`src/shared/ubfi_pkg.sv`:
```
// Constants and types for the UART buffer, FIFO and interrupt block
package ubfi_pkg;
    // Register indices; byte address is four times the index
    localparam logic [2:0] IDX_DATA = 3'h0;
    localparam logic [2:0] IDX_IER  = 3'h1;
    localparam logic [2:0] IDX_IIR  = 3'h2;
    localparam logic [2:0] IDX_LCR  = 3'h3;
    localparam logic [2:0] IDX_LSR  = 3'h5;
    localparam logic [2:0] IDX_MSR  = 3'h6;
    localparam int         IDX_LSB  = 2;
    localparam int         IDX_MSB  = 4;
    // Field positions
    localparam int IER_RDA  = 0;
    localparam int IER_THRE = 1;
    localparam int IER_RLS  = 2;
    localparam int IER_MS   = 3;
    localparam int FCR_EN   = 0;
    localparam int FCR_RXCL = 1;
    localparam int FCR_TXCL = 2;
    localparam int FCR_TRLO = 6;
    localparam int FCR_TRHI = 7;
    localparam int LCR_DLS  = 7;
    localparam logic [7:0] IER_MASK = 8'h0F;
    // Identification codes, bits 3:0
    localparam logic [3:0] IID_NONE = 4'h1;
    localparam logic [3:0] IID_RLS  = 4'h6;
    localparam logic [3:0] IID_RDA  = 4'h4;
    localparam logic [3:0] IID_CTO  = 4'hC;
    localparam logic [3:0] IID_THRE = 4'h2;
    localparam logic [3:0] IID_MS   = 4'h0;
    localparam logic [1:0] IIR_FIFO = 2'h3;
    // Queue sizes and receive trigger levels
    localparam logic [4:0] DEPTH_FIFO = 5'h10;
    localparam logic [4:0] DEPTH_HOLD = 5'h01;
    localparam logic [4:0] TRIG_1     = 5'h01;
    localparam logic [4:0] TRIG_4     = 5'h04;
    localparam logic [4:0] TRIG_8     = 5'h08;
    localparam logic [4:0] TRIG_14    = 5'h0E;
    // Character framing and timeout, in bit ticks
    localparam logic [2:0] DATA_LAST     = 3'h7;
    localparam int         CHAR_BITS     = 10;
    localparam int         TIMEOUT_CHARS = 4;
    localparam logic [5:0] TIMEOUT_TICKS =
        6'(CHAR_BITS * TIMEOUT_CHARS);
    localparam logic [1:0] HTRANS_NSEQ = 2'h2;
    typedef enum logic [2:0] {
        SER_IDLE = 3'h1,
        SER_DATA = 3'h2,
        SER_STOP = 3'h4
    } ubfi_ser_t;
endpackage : ubfi_pkg

```
`src/rtl/ubfi_uart_core.sv`:
```
// UART holding registers, FIFOs and prioritised interrupt identification
`timescale 1ns/1ps
`default_nettype none
module ubfi_uart_core
    import ubfi_pkg::*;
(
    // Clock and reset
    input  wire logic        clk,
    input  wire logic        srst,
    // AHB-Lite slave
    input  wire logic        hsel,
    input  wire logic [31:0] haddr,
    input  wire logic [1:0]  htrans,
    input  wire logic        hwrite,
    input  wire logic [2:0]  hsize,
    input  wire logic        hready,
    input  wire logic [31:0] hwdata,
    output logic      [31:0] hrdata,
    output logic             hreadyout,
    output logic             hresp,
    // Serial line and bit rate
    input  wire logic        baudTick,
    input  wire logic        rxd,
    output logic             txd,
    // Line and modem status section
    input  wire logic [7:0]  lineStatus,
    input  wire logic [7:0]  modemStatus,
    input  wire logic        lineErrEvt,
    input  wire logic        modemChgEvt,
    output logic             lineStatRd,
    output logic             modemStatRd,
    output logic [7:0]       lineCtrl,
    output logic [15:0]      divisor,
    // Interrupt
    output logic             irq
);
    function automatic logic [4:0] cntNext(input logic [4:0] c,
                                           input logic inc,
                                           input logic dec);
        cntNext = c + {4'h0, inc} - {4'h0, dec};
    endfunction : cntNext

    function automatic logic [3:0] ptrInc(input logic [3:0] p);
        ptrInc = p + 4'h1;
    endfunction : ptrInc

    logic [7:0]  ier_r;
    logic        fifoEn_r;
    logic [4:0]  trig_r;
    logic [7:0]  lcr_r;
    logic [15:0] div_r;
    logic        wrPend_r;
    logic [2:0]  wrIdx_r;
    logic [7:0]  rxMem [16];
    logic [3:0]  rxWp_r, rxRp_r;
    logic [4:0]  rxCnt_r;
    logic [7:0]  txMem [16];
    logic [3:0]  txWp_r, txRp_r;
    logic [4:0]  txCnt_r;
    ubfi_ser_t   rxSt_r, txSt_r;
    logic [7:0]  rxSh_r, txSh_r;
    logic [2:0]  rxBit_r, txBit_r;
    logic [5:0]  toCnt_r;
    logic        ctoPend_r, threPend_r, rlsPend_r, msPend_r;
    logic [31:0] hrdata_r;
    logic        txd_r, irq_r, lsRd_r, msRd_r;

    logic        rdAcc, wrAcc, dls, fcrWr, rxFlush, txFlush;
    logic [2:0]  aIdx;
    logic [7:0]  wByte, rdByte;
    logic        rbPop, thrPush, rxPush, txPop, threSet, ctoSet;
    logic [4:0]  cap;
    logic        rdaLvl, rlsOn, rdaOn, ctoOn, threOn, msOn, anyOn;
    logic [3:0]  iidNow;

    assign aIdx  = haddr[IDX_MSB:IDX_LSB];
    assign rdAcc = hsel && hready && (htrans == HTRANS_NSEQ) && !hwrite;
    assign wrAcc = hsel && hready && (htrans == HTRANS_NSEQ) && hwrite;
    assign wByte = hwdata[7:0];
    assign dls   = lcr_r[LCR_DLS];
    assign cap   = fifoEn_r ? DEPTH_FIFO : DEPTH_HOLD;
    assign fcrWr = wrPend_r && (wrIdx_r == IDX_IIR);
    // Mode change or disable empties both; bit 3 unused
    assign rxFlush = fcrWr && (!wByte[FCR_EN] || !fifoEn_r
                               || wByte[FCR_RXCL]);
    assign txFlush = fcrWr && (!wByte[FCR_EN] || !fifoEn_r
                               || wByte[FCR_TXCL]);
    assign rbPop   = rdAcc && (aIdx == IDX_DATA) && !dls
                     && (rxCnt_r != 5'h00);
    assign thrPush = wrPend_r && (wrIdx_r == IDX_DATA) && !dls
                     && (txCnt_r != cap);
    assign rxPush  = baudTick && (rxSt_r == SER_STOP) && !rxFlush
                     && (rxCnt_r != cap);
    assign txPop   = baudTick && (txSt_r == SER_IDLE) && !txFlush
                     && (txCnt_r != 5'h00);
    assign threSet = txPop && (txCnt_r == DEPTH_HOLD) && !thrPush;
    assign ctoSet  = baudTick && (toCnt_r == TIMEOUT_TICKS - 6'h01);

    // Interrupt sources and priority
    assign rdaLvl = fifoEn_r ? (rxCnt_r >= trig_r)
                             : (rxCnt_r != 5'h00);
    assign rlsOn  = rlsPend_r  && ier_r[IER_RLS];
    assign rdaOn  = rdaLvl     && ier_r[IER_RDA];
    assign ctoOn  = ctoPend_r  && ier_r[IER_RDA] && fifoEn_r;
    assign threOn = threPend_r && ier_r[IER_THRE];
    assign msOn   = msPend_r   && ier_r[IER_MS];
    assign anyOn  = rlsOn || rdaOn || ctoOn || threOn || msOn;
    always_comb begin
        if (rlsOn) iidNow = IID_RLS;
        else if (ctoOn) iidNow = IID_CTO;
        else if (rdaOn) iidNow = IID_RDA;
        else if (threOn) iidNow = IID_THRE;
        else if (msOn) iidNow = IID_MS;
        else iidNow = IID_NONE;
    end
    always_comb begin
        unique case (aIdx)
            IDX_DATA: rdByte = dls ? div_r[7:0] : rxMem[rxRp_r];
            IDX_IER:  rdByte = dls ? div_r[15:8] : ier_r;
            IDX_IIR:  rdByte = {(fifoEn_r ? IIR_FIFO : 2'h0),
                                2'h0, iidNow};
            IDX_LCR:  rdByte = lcr_r;
            IDX_LSR:  rdByte = lineStatus;
            IDX_MSR:  rdByte = modemStatus;
            default:  rdByte = 8'h00;
        endcase
    end
    // Read data is captured at the address phase, so it stays frozen
    always_ff @(posedge clk) begin
        if (srst) hrdata_r <= 32'h0000_0000;
        else if (rdAcc) hrdata_r <= {24'h00_0000, rdByte};
    end
    always_ff @(posedge clk) begin
        wrPend_r <= !srst && wrAcc;
        wrIdx_r  <= srst ? IDX_DATA : aIdx;
    end
    always_ff @(posedge clk) begin
        if (srst) begin
            ier_r    <= 8'h00;
            fifoEn_r <= 1'b0;
            trig_r   <= TRIG_1;
            lcr_r    <= 8'h00;
            div_r    <= 16'h0000;
        end else if (wrPend_r) begin
            unique case (wrIdx_r)
                IDX_DATA: if (dls) div_r[7:0] <= wByte;
                IDX_IER: begin
                    if (dls) begin
                        div_r[15:8] <= wByte;
                    end else begin
                        ier_r <= wByte & IER_MASK;
                    end
                end
                IDX_IIR: begin
                    fifoEn_r <= wByte[FCR_EN];
                    if (wByte[FCR_EN]) begin
                        unique case (wByte[FCR_TRHI:FCR_TRLO])
                            2'h0: trig_r <= TRIG_1;
                            2'h1: trig_r <= TRIG_4;
                            2'h2: trig_r <= TRIG_8;
                            2'h3: trig_r <= TRIG_14;
                        endcase
                    end
                end
                IDX_LCR: lcr_r <= wByte;
                default: ;
            endcase
        end
    end

    // Receive queue
    always_ff @(posedge clk) begin
        if (srst || rxFlush) begin
            rxWp_r  <= 4'h0;
            rxRp_r  <= 4'h0;
            rxCnt_r <= 5'h00;
        end else begin
            if (rxPush) begin
                rxMem[rxWp_r] <= rxSh_r;
                rxWp_r        <= ptrInc(rxWp_r);
            end
            if (rbPop) begin
                rxRp_r <= ptrInc(rxRp_r);
            end
            rxCnt_r <= cntNext(rxCnt_r, rxPush, rbPop);
        end
    end

    // Transmit queue
    always_ff @(posedge clk) begin
        if (srst || txFlush) begin
            txWp_r  <= 4'h0;
            txRp_r  <= 4'h0;
            txCnt_r <= 5'h00;
        end else begin
            if (thrPush) begin
                txMem[txWp_r] <= wByte;
                txWp_r        <= ptrInc(txWp_r);
            end
            if (txPop) begin
                txRp_r <= ptrInc(txRp_r);
            end
            txCnt_r <= cntNext(txCnt_r, thrPush, txPop);
        end
    end

    // Receive shifter, one sample per bit tick, LSB first
    always_ff @(posedge clk) begin
        if (srst) begin
            rxSt_r  <= SER_IDLE;
            rxSh_r  <= 8'h00;
            rxBit_r <= 3'h0;
        end else if (baudTick) begin
            unique case (rxSt_r)
                SER_IDLE: begin
                    rxBit_r <= 3'h0;
                    if (!rxd) rxSt_r <= SER_DATA;
                end
                SER_DATA: begin
                    rxSh_r  <= {rxd, rxSh_r[7:1]};
                    rxBit_r <= rxBit_r + 3'h1;
                    if (rxBit_r == DATA_LAST) rxSt_r <= SER_STOP;
                end
                SER_STOP: rxSt_r <= SER_IDLE;
            endcase
        end
    end

    // Transmit shifter: start bit, eight data bits, stop bit
    always_ff @(posedge clk) begin
        if (srst) begin
            txSt_r  <= SER_IDLE;
            txSh_r  <= 8'h00;
            txBit_r <= 3'h0;
            txd_r   <= 1'b1;
        end else if (baudTick) begin
            unique case (txSt_r)
                SER_IDLE: begin
                    txBit_r <= 3'h0;
                    txd_r   <= !txPop;
                    if (txPop) begin
                        txSh_r <= txMem[txRp_r];
                        txSt_r <= SER_DATA;
                    end
                end
                SER_DATA: begin
                    txd_r   <= txSh_r[0];
                    txSh_r  <= {1'b0, txSh_r[7:1]};
                    txBit_r <= txBit_r + 3'h1;
                    if (txBit_r == DATA_LAST) txSt_r <= SER_STOP;
                end
                SER_STOP: begin
                    txd_r  <= 1'b1;
                    txSt_r <= SER_IDLE;
                end
            endcase
        end
    end

    // Character timeout counter
    always_ff @(posedge clk) begin
        if (srst || rxPush || rbPop || !fifoEn_r || rxCnt_r == 5'h00) begin
            toCnt_r <= 6'h00;
        end else if (baudTick && toCnt_r != TIMEOUT_TICKS) begin
            toCnt_r <= toCnt_r + 6'h01;
        end
    end

    // Pending flags; a set in the same cycle wins over a clear
    always_ff @(posedge clk) begin
        if (srst) begin
            ctoPend_r  <= 1'b0;
            threPend_r <= 1'b1;
            rlsPend_r  <= 1'b0;
            msPend_r   <= 1'b0;
        end else begin
            ctoPend_r <= ctoSet
                      || (ctoPend_r && !rbPop && !rxFlush);
            threPend_r <= threSet || (threPend_r && !thrPush
                      && !(rdAcc && aIdx == IDX_IIR
                           && iidNow == IID_THRE));
            rlsPend_r <= lineErrEvt
                      || (rlsPend_r && !(rdAcc && aIdx == IDX_LSR));
            msPend_r  <= modemChgEvt
                      || (msPend_r && !(rdAcc && aIdx == IDX_MSR));
        end
    end
    always_ff @(posedge clk) begin
        irq_r  <= !srst && anyOn;
        lsRd_r <= !srst && rdAcc && (aIdx == IDX_LSR);
        msRd_r <= !srst && rdAcc && (aIdx == IDX_MSR);
    end
    assign hrdata      = hrdata_r;
    assign hreadyout   = 1'b1;
    assign hresp       = 1'b0;
    assign txd         = txd_r;
    assign irq         = irq_r;
    assign lineStatRd  = lsRd_r;
    assign modemStatRd = msRd_r;
    assign lineCtrl    = lcr_r;
    assign divisor     = div_r;
    AST_IER_UPPER: assert property (@(posedge clk) disable iff (srst)
        wrPend_r && wrIdx_r == IDX_IER && !dls |=> ier_r[7:4] == 4'h0)
        else $error("enable upper bits not zero");
    AST_IRQ_OFF: assert property (@(posedge clk) disable iff (srst)
        ier_r[3:0] == 4'h0 [*2] |-> !irq_r && iidNow == IID_NONE)
        else $error("interrupt with all enables clear");
    AST_IIR_HIGH: assert property (@(posedge clk) disable iff (srst)
        rdAcc && aIdx == IDX_IIR |=> hrdata_r[5:4] == 2'h0
        && hrdata_r[7:6] == ($past(fifoEn_r) ? IIR_FIFO : 2'h0))
        else $error("identification high bits wrong");
    AST_IIR_BIT0: assert property (@(posedge clk) disable iff (srst)
        rdAcc && aIdx == IDX_IIR |=> hrdata_r[0] == !$past(anyOn))
        else $error("identification pending bit wrong");
    AST_FIFO_OFF: assert property (@(posedge clk) disable iff (srst)
        fcrWr && !wByte[FCR_EN] |=> !fifoEn_r && rxCnt_r == 5'h00
        && txCnt_r == 5'h00)
        else $error("disable did not empty queues");
    AST_RX_CLR: assert property (@(posedge clk) disable iff (srst)
        fcrWr && wByte[FCR_RXCL] && rxSt_r != SER_DATA
        |=> rxCnt_r == 5'h00 && $stable(rxSh_r))
        else $error("receive clear failed");
    AST_TX_CLR: assert property (@(posedge clk) disable iff (srst)
        fcrWr && wByte[FCR_TXCL] |=> txCnt_r == 5'h00)
        else $error("transmit clear failed");
    AST_RLS_TOP: assert property (@(posedge clk) disable iff (srst)
        rdAcc && aIdx == IDX_IIR && rlsOn |=> hrdata_r[3:0] == IID_RLS)
        else $error("line status not top priority");
    AST_TX_LOAD: assert property (@(posedge clk) disable iff (srst)
        txPop |-> txSt_r == SER_IDLE ##1 txSt_r == SER_DATA && !txd_r)
        else $error("transmit load while busy");
    AST_CTO_SET: assert property (@(posedge clk) disable iff (srst)
        $rose(ctoPend_r) |-> fifoEn_r && rxCnt_r != 5'h00)
        else $error("timeout without stored data");
    AST_THRE_CLR: assert property (@(posedge clk) disable iff (srst)
        thrPush && !threSet |=> !threPend_r)
        else $error("transmit empty not cleared by write");
    AST_IIR_HOLD: assert property (@(posedge clk) disable iff (srst)
        rdAcc && aIdx == IDX_IIR |=> hrdata_r[3:0] == $past(iidNow))
        else $error("identification changed during read");
endmodule : ubfi_uart_core
`default_nettype wire

```
`config.mk`:
```
export PLATFORM = sky130hd
export DESIGN_NAME = ubfi_uart_core
export DESIGN_NICKNAME = d
export VERILOG_FILES = /design/src/shared/ubfi_pkg.sv /design/src/rtl/ubfi_uart_core.sv
export SDC_FILE = /design/constraint.sdc
export NUM_CORES = 1
export LEC_CHECK = 0
export BUFFER_PORTS_ARGS = -buffer_cell sky130_fd_sc_hd__clkbuf_2
export CAP_MARGIN = 5
export CORE_MARGIN = 10
export CORE_UTILIZATION = 50
export CTS_BUF_LIST = sky130_fd_sc_hd__clkbuf_4
export DETAILED_ROUTE_END_ITERATION = 6
export MAX_ROUTING_LAYER = met4
export PLACE_DENSITY_LB_ADDON = 0.25
export SLEW_MARGIN = 30
export SYNTH_ARGS = -nofsm -noshare
export SYNTH_HDL_FRONTEND = slang
export SYNTH_SLANG_ARGS = --single-unit
export TNS_END_PERCENT = 20
```
`constraint.sdc`:
```
create_clock -name clk -period 3.12 [get_ports clk]
set_input_delay 0.312 -clock clk [delete_from_list [all_inputs] [get_ports clk]]
set_output_delay 0.312 -clock clk [all_outputs]
set_load 0.01 [all_outputs]
```
[After elaboration in Yosys (flattened, before gate mapping)]
Memories as Yosys holds them, arrays and structs flattened. A register that Yosys moved wholly into a read port is not among the register bits.
Cells that the tools add are included.
Operators by class
  reductions and logical operators: 94
  bitwise gates (word level): 1
  add/sub/neg operators: 11
  order comparisons: 1
  equality and inequality tests: 30
  muxes and demuxes: 33
Operators by type and width (count)
  8-bit one-hot mux with 6 select lines: 1
  1-bit logical AND: 44
  4-bit 2-to-1 mux: 6
  8-bit 2-to-1 mux: 3
  3-bit AND reduction: 7
  5-bit one-hot mux with 4 select lines: 1
  3-bit by 2-bit == test with 1-bit output, second input constant: 6
  3-bit == test, second input constant: 6
  3-bit one-hot mux with 3 select lines: 2
  1-bit logical OR: 17
  4-bit by 1-bit adder with 4-bit output, second input constant: 4
  8-bit one-hot mux with 2 select lines: 1
  3-bit 2-to-1 mux: 5
  1-bit zero test: 13
  3-bit by 1-bit == test with 1-bit output, second input constant: 4
  3-bit one-hot mux with 2 select lines: 2
  5-bit by 1-bit adder with 5-bit output: 2
  5-bit != test: 2
  2-bit AND reduction: 5
  5-bit nonzero test: 2
  5-bit by 1-bit subtractor with 5-bit output: 2
  1-bit 2-to-1 mux: 8
  2-bit != test, second input constant: 4
  3-bit by 1-bit adder with 3-bit output, second input constant: 2
  16 further kinds: 21
Word-level totals
  memory bits (writable): 256
  memories kept: 2
  bits in registers: 114
  bits of input ports: 94
Memories
  rxMem: depth 16, bits a word 8, rd ports 1, clocked after memory_dff 1, wr ports 1, RTL line ubfi_uart_core.sv:54  | logic [7:0] rxMem [16];
  txMem: depth 16, bits a word 8, rd ports 1, clocked after memory_dff 1, wr ports 1, RTL line ubfi_uart_core.sv:57  | logic [7:0] txMem [16];

[Logic depth before layout (Yosys ltp)]
  depth in word-level cells: 11
  mapped depth: 17

[Least setup slack after synthesis]
OpenSTA, ideal clock, no wires.
  path kind: reg-to-reg
  start point: register rxSt_r[0]
  end point: register rxCnt_r[4]
  stages on the path, launching flop included: 17
  buffers on the path: 2
  required time: 3.050 ns
  setup time: 0.070 ns
  arrival: 2.668 ns
  slack: 0.382 ns
  cells stage by stage: dfxtp_1 clkbuf_1 nor4bb_1 a21boi_2 and2_1 buf_6 inv_1 ha_1 inv_1 ha_1 inv_1 fa_1 inv_1 a21oi_1 nor2_1 or3_1 a21oi_1
On the way
  longest elaborated chain between the ends: 6
Ends and longest elaborated chain
  from (decl): RTL line ubfi_uart_core.sv:60  | ubfi_ser_t rxSt_r, txSt_r;
  from (signal assigned): RTL line ubfi_uart_core.sv:210  | rxSt_r <= SER_IDLE;
  from (signal assigned): RTL line ubfi_uart_core.sv:217  | if (!rxd) rxSt_r <= SER_DATA;
  from (signal assigned): RTL line ubfi_uart_core.sv:222  | if (rxBit_r == DATA_LAST) rxSt_r <= SER_STOP;
  3-bit == test: RTL line ubfi_uart_core.sv:92  | assign rxPush = baudTick && (rxSt_r == SER_STOP) && !rxFlush
  1-bit logical AND (2 in a row): RTL line ubfi_uart_core.sv:92
  1-bit logical AND: RTL line ubfi_uart_core.sv:93  | && (rxCnt_r != cap);
  5-bit by 1-bit adder with 5-bit output: RTL line ubfi_uart_core.sv:40  | cntNext = c + {4'h0, inc} - {4'h0, dec};
  5-bit by 1-bit subtractor with 5-bit output: RTL line ubfi_uart_core.sv:40
  to (signal assigned): RTL line ubfi_uart_core.sv:185  | rxCnt_r <= cntNext(rxCnt_r, rxPush, rbPop);
  to (decl): RTL line ubfi_uart_core.sv:56  | logic [4:0] rxCnt_r;
Every way passes these cells.
A chain may end at the register's enable or synchronous reset.

[Worst setup path after layout]
  start point: register rxCnt_r[2]
  end point: register rxCnt_r[4]
On the way
  elaborated cells on any way between the ends: 6
RTL lines
  5-bit nonzero test: RTL line ubfi_uart_core.sv:89  | && (rxCnt_r != 5'h00);
  1-bit logical AND: RTL line ubfi_uart_core.sv:89
  via rbPop: RTL line ubfi_uart_core.sv:71  | logic rbPop, thrPush, rxPush, txPop, threSet, ctoSet;
  5-bit by 1-bit subtractor with 5-bit output: RTL line ubfi_uart_core.sv:40
The timed path passes the listed nets, and every way through them passes these cells.

==> run summary <==
outcome: completed
area share of the largest cell type after synthesis: 0.475
final cell count without fillers: 1,807
final hold violations: 0
reg2reg setup slack: 0.28 ns
top post-synthesis cells by area: edfxtp_1 (47%), dfxtp_1 (15%), mux4_2 (7.0%)
final slew viol count: 0
Max-Cap Viols: 0
crit-path max FO: 3
Hold Slack: 0.0761 ns
Routed WL: 38.8 mm
die width: 200 um
syn avg cell area: 14.0 um^2
CTS tree: yes
pwr dens: 600 nW/um^2
largest buffer count on any clock path: 3
Area after DPL: 17,000 um^2
vias in the first global route: 10,500
antenna-violating nets left: 0
drt first-iter violations: 622
CORE AREA: 31,700 um^2
Die Area: 40,000 um^2
Netlist Area Pre-Place: 16,200 um^2
DR WL/cell: 21.5 um
CTS Sinks: 377
setup TNS: 0 ns
grt ovf: 0
first-pass GRT wire length: 59.7 mm
min Tclk post-route: 2.84 ns
fraction of layout cells with a size suffix above 1: 0.250
top_reg_cell synth: edfxtp_1
number of port buffers: 73
endpoint class of the critical path: flop
Worst-path clk slew: 0.07 ns
Post-CTS Setup Bufs: 0
Peak VDD IR: 0.348 mV
TritonCTS Buffers: 96
vias: 10,300
Tot Pwr: 11.0 mW
gr usage total: 0.204
CTS root buf: clkbuf_4
Leakage Power: 6.51 nW
area delta synth->final: 13.4%
async set or reset register ratio after synthesis: 0
RSZ-0062 raised after global routing: false
Worst EP arrival: 3.48 ns
area leader, netlist: edfxtp_1
Hold WC Path Type: in2reg
startpoint class of the critical path: flop
fin crit share: 0.911
Worst EP required: 3.76 ns
synth warn: 0
Final Wtd Congestion: 0.908
Slew @ Worst Pin: 0.977 ns
Row Count: 65
synth cell count leaders: edfxtp_1 (256), dfxtp_1 (121), nor2_1 (103)
drc violations: 0
Syn Inst Count: 1,157
largest net degree at the start of global routing: 56
Crit Path Category: reg2reg
Setup violations, final: 0
placed cell count: 1,624
starting density of the core: 0.510
Skew-Pair Late Insertion Delay: 0.76 ns
Layout Nets: 1,456
Vias/cell: 5.68
CTS H-tree lvls: 3
Die Y: 200 um
fmax: 0.352 GHz
antenna violations before repair: 3
io pins: 156
Post-synth EDFFs: 256
Fin Clk Skew: 0.0793 ns
post-synthesis sequential element count: 377
count leader, synth: edfxtp_1
total iterations of the first detailed-routing run: 7
Yosys cell types: 74
Max-slew headroom: 0.332
post-route cell area: 18,400 um^2
Final HPWL DP: 26.4 mm
post-synthesis sequential area ratio: 0.625
-- cell usage in the layout, fill, tap and decap left out, types with 5 or more instances in the layout --
cell	count
edfxtp_1	256
mux4_2	50
a21oi_1	46
o21ai_0	26
a22o_1	6
inv_1	35
clkbuf_4	141
nor3_1	8
and3_1	7
nand2_1	68
nand4_1	5
xnor2_1	9
conb_1	26
a211oi_1	13
mux2i_1	44
nand2b_1	11
nor3b_1	11
nor2b_1	23
nand3_1	31
dfxtp_1	118
a31oi_1	6
ha_1	32
nor2_1	103
clkinv_1	23
clkbuf_2	72
mux2_2	7
a311oi_1	9
xor2_1	12
or3_1	5
nand3b_1	10
a22oi_1	10
a211o_1	11
mux4_1	12
dlygate4sd3_1	8
and2_1	19
buf_4	54
-- per-stage QoR --
| stage | setup slack [ns] | utilization |
|---|---|---|
| after floorplan | 0.382 | - |
| after global placement | 0.181 | 0.536 |
| after detailed placement | 0.198 | 0.536 |
| after CTS | 0.190 | 0.578 |
| after global routing | 0.0118 | 0.579 |
| final | 0.276 | 0.579 |
-- final timing paths --
kind                                             start                     end  depth (start not counted)
worst min register to register  trig_r[1]$_SDFFE_PP0P_  trig_r[1]$_SDFFE_PP0P_                          2
worst max register to register   rxCnt_r[2]$_SDFF_PP0_   rxCnt_r[4]$_SDFF_PP0_                         14
worst max-delay path             rxCnt_r[2]$_SDFF_PP0_   rxCnt_r[4]$_SDFF_PP0_                         14
worst min-delay path                     lineStatus[7]  hrdata[7]$_SDFFE_PP0N_                          5
-- layer usage --
metal  global-route usage  part of all wire  vias up
li1                     -                 -     4721
met1                0.243              0.41     5086
met2                0.322              0.48      361
met3               0.0579             0.074       92
met4               0.0838             0.031        0
met5                    -                 0        -
-- logic make-up (layout without fill, tap and decap cells) --
group	Yosys count	count (layout)	share of synthesized area
flip-flops	377	377	0.625
AND/OR/NAND/NOR	328	328	0.105
AO/OA/AOI/OAI	161	161	0.0676
buffers and inverters	121	341	0.0424
multiplexers	113	113	0.121
adder cells (fa/ha/maj)	34	34	0.0272
XOR/XNOR	21	21	0.0114
other	2	30	0.000464
-- sequential cells by signal, summed over array words and instances, names as in the netlist, 5 cells and up, named ones only --
register  cells
rxCnt_r       5
toCnt_r       6
txCnt_r       5
txSh_r        8
hrdata        8
lineCtrl      8
rxMem       128
rxSh_r        8
txMem       128
divisor      16
-- cell type report --
class,count,area (um^2)
sequential,377,10100
timing repair buffer,135,851
multi-input combinational,683,5510
tap,402,503
antenna,4,10.0
fill,2591,13400
clock inverter,30,180
inverter,35,131
clock buffer,141,1060
-- report_power, final --
part	leakage [nW]	switching [mW]	internal, mW	total (mW)
Combinational	2.47	0.618	0.629	1.25
Clock	0.730	1.99	2.24	4.22
Sequential	3.32	0.146	5.41	5.55
-- timing repair --
action / in CTS / in global routing
setup endpoints to repair: 0 / 1
hold endpoints to repair: 10 / 0
gates resized for setup: 0 / 3
hold buffers: 8 / 0
-- worst max-delay path, cell delays in order (launching register included) --
cell     delay (ns)
dfxtp_1        0.33
inv_1          0.08
ha_1           0.16
or4b_1         0.52
nor4b_4        0.18
ha_1           0.28
inv_1          0.04
ha_1           0.18
inv_1          0.07
fa_1           0.19
inv_1          0.05
a21oi_1        0.12
nor2_1         0.07
or3_1          0.34
a21oi_1        0.14
Power figures use the tool's default switching activity.
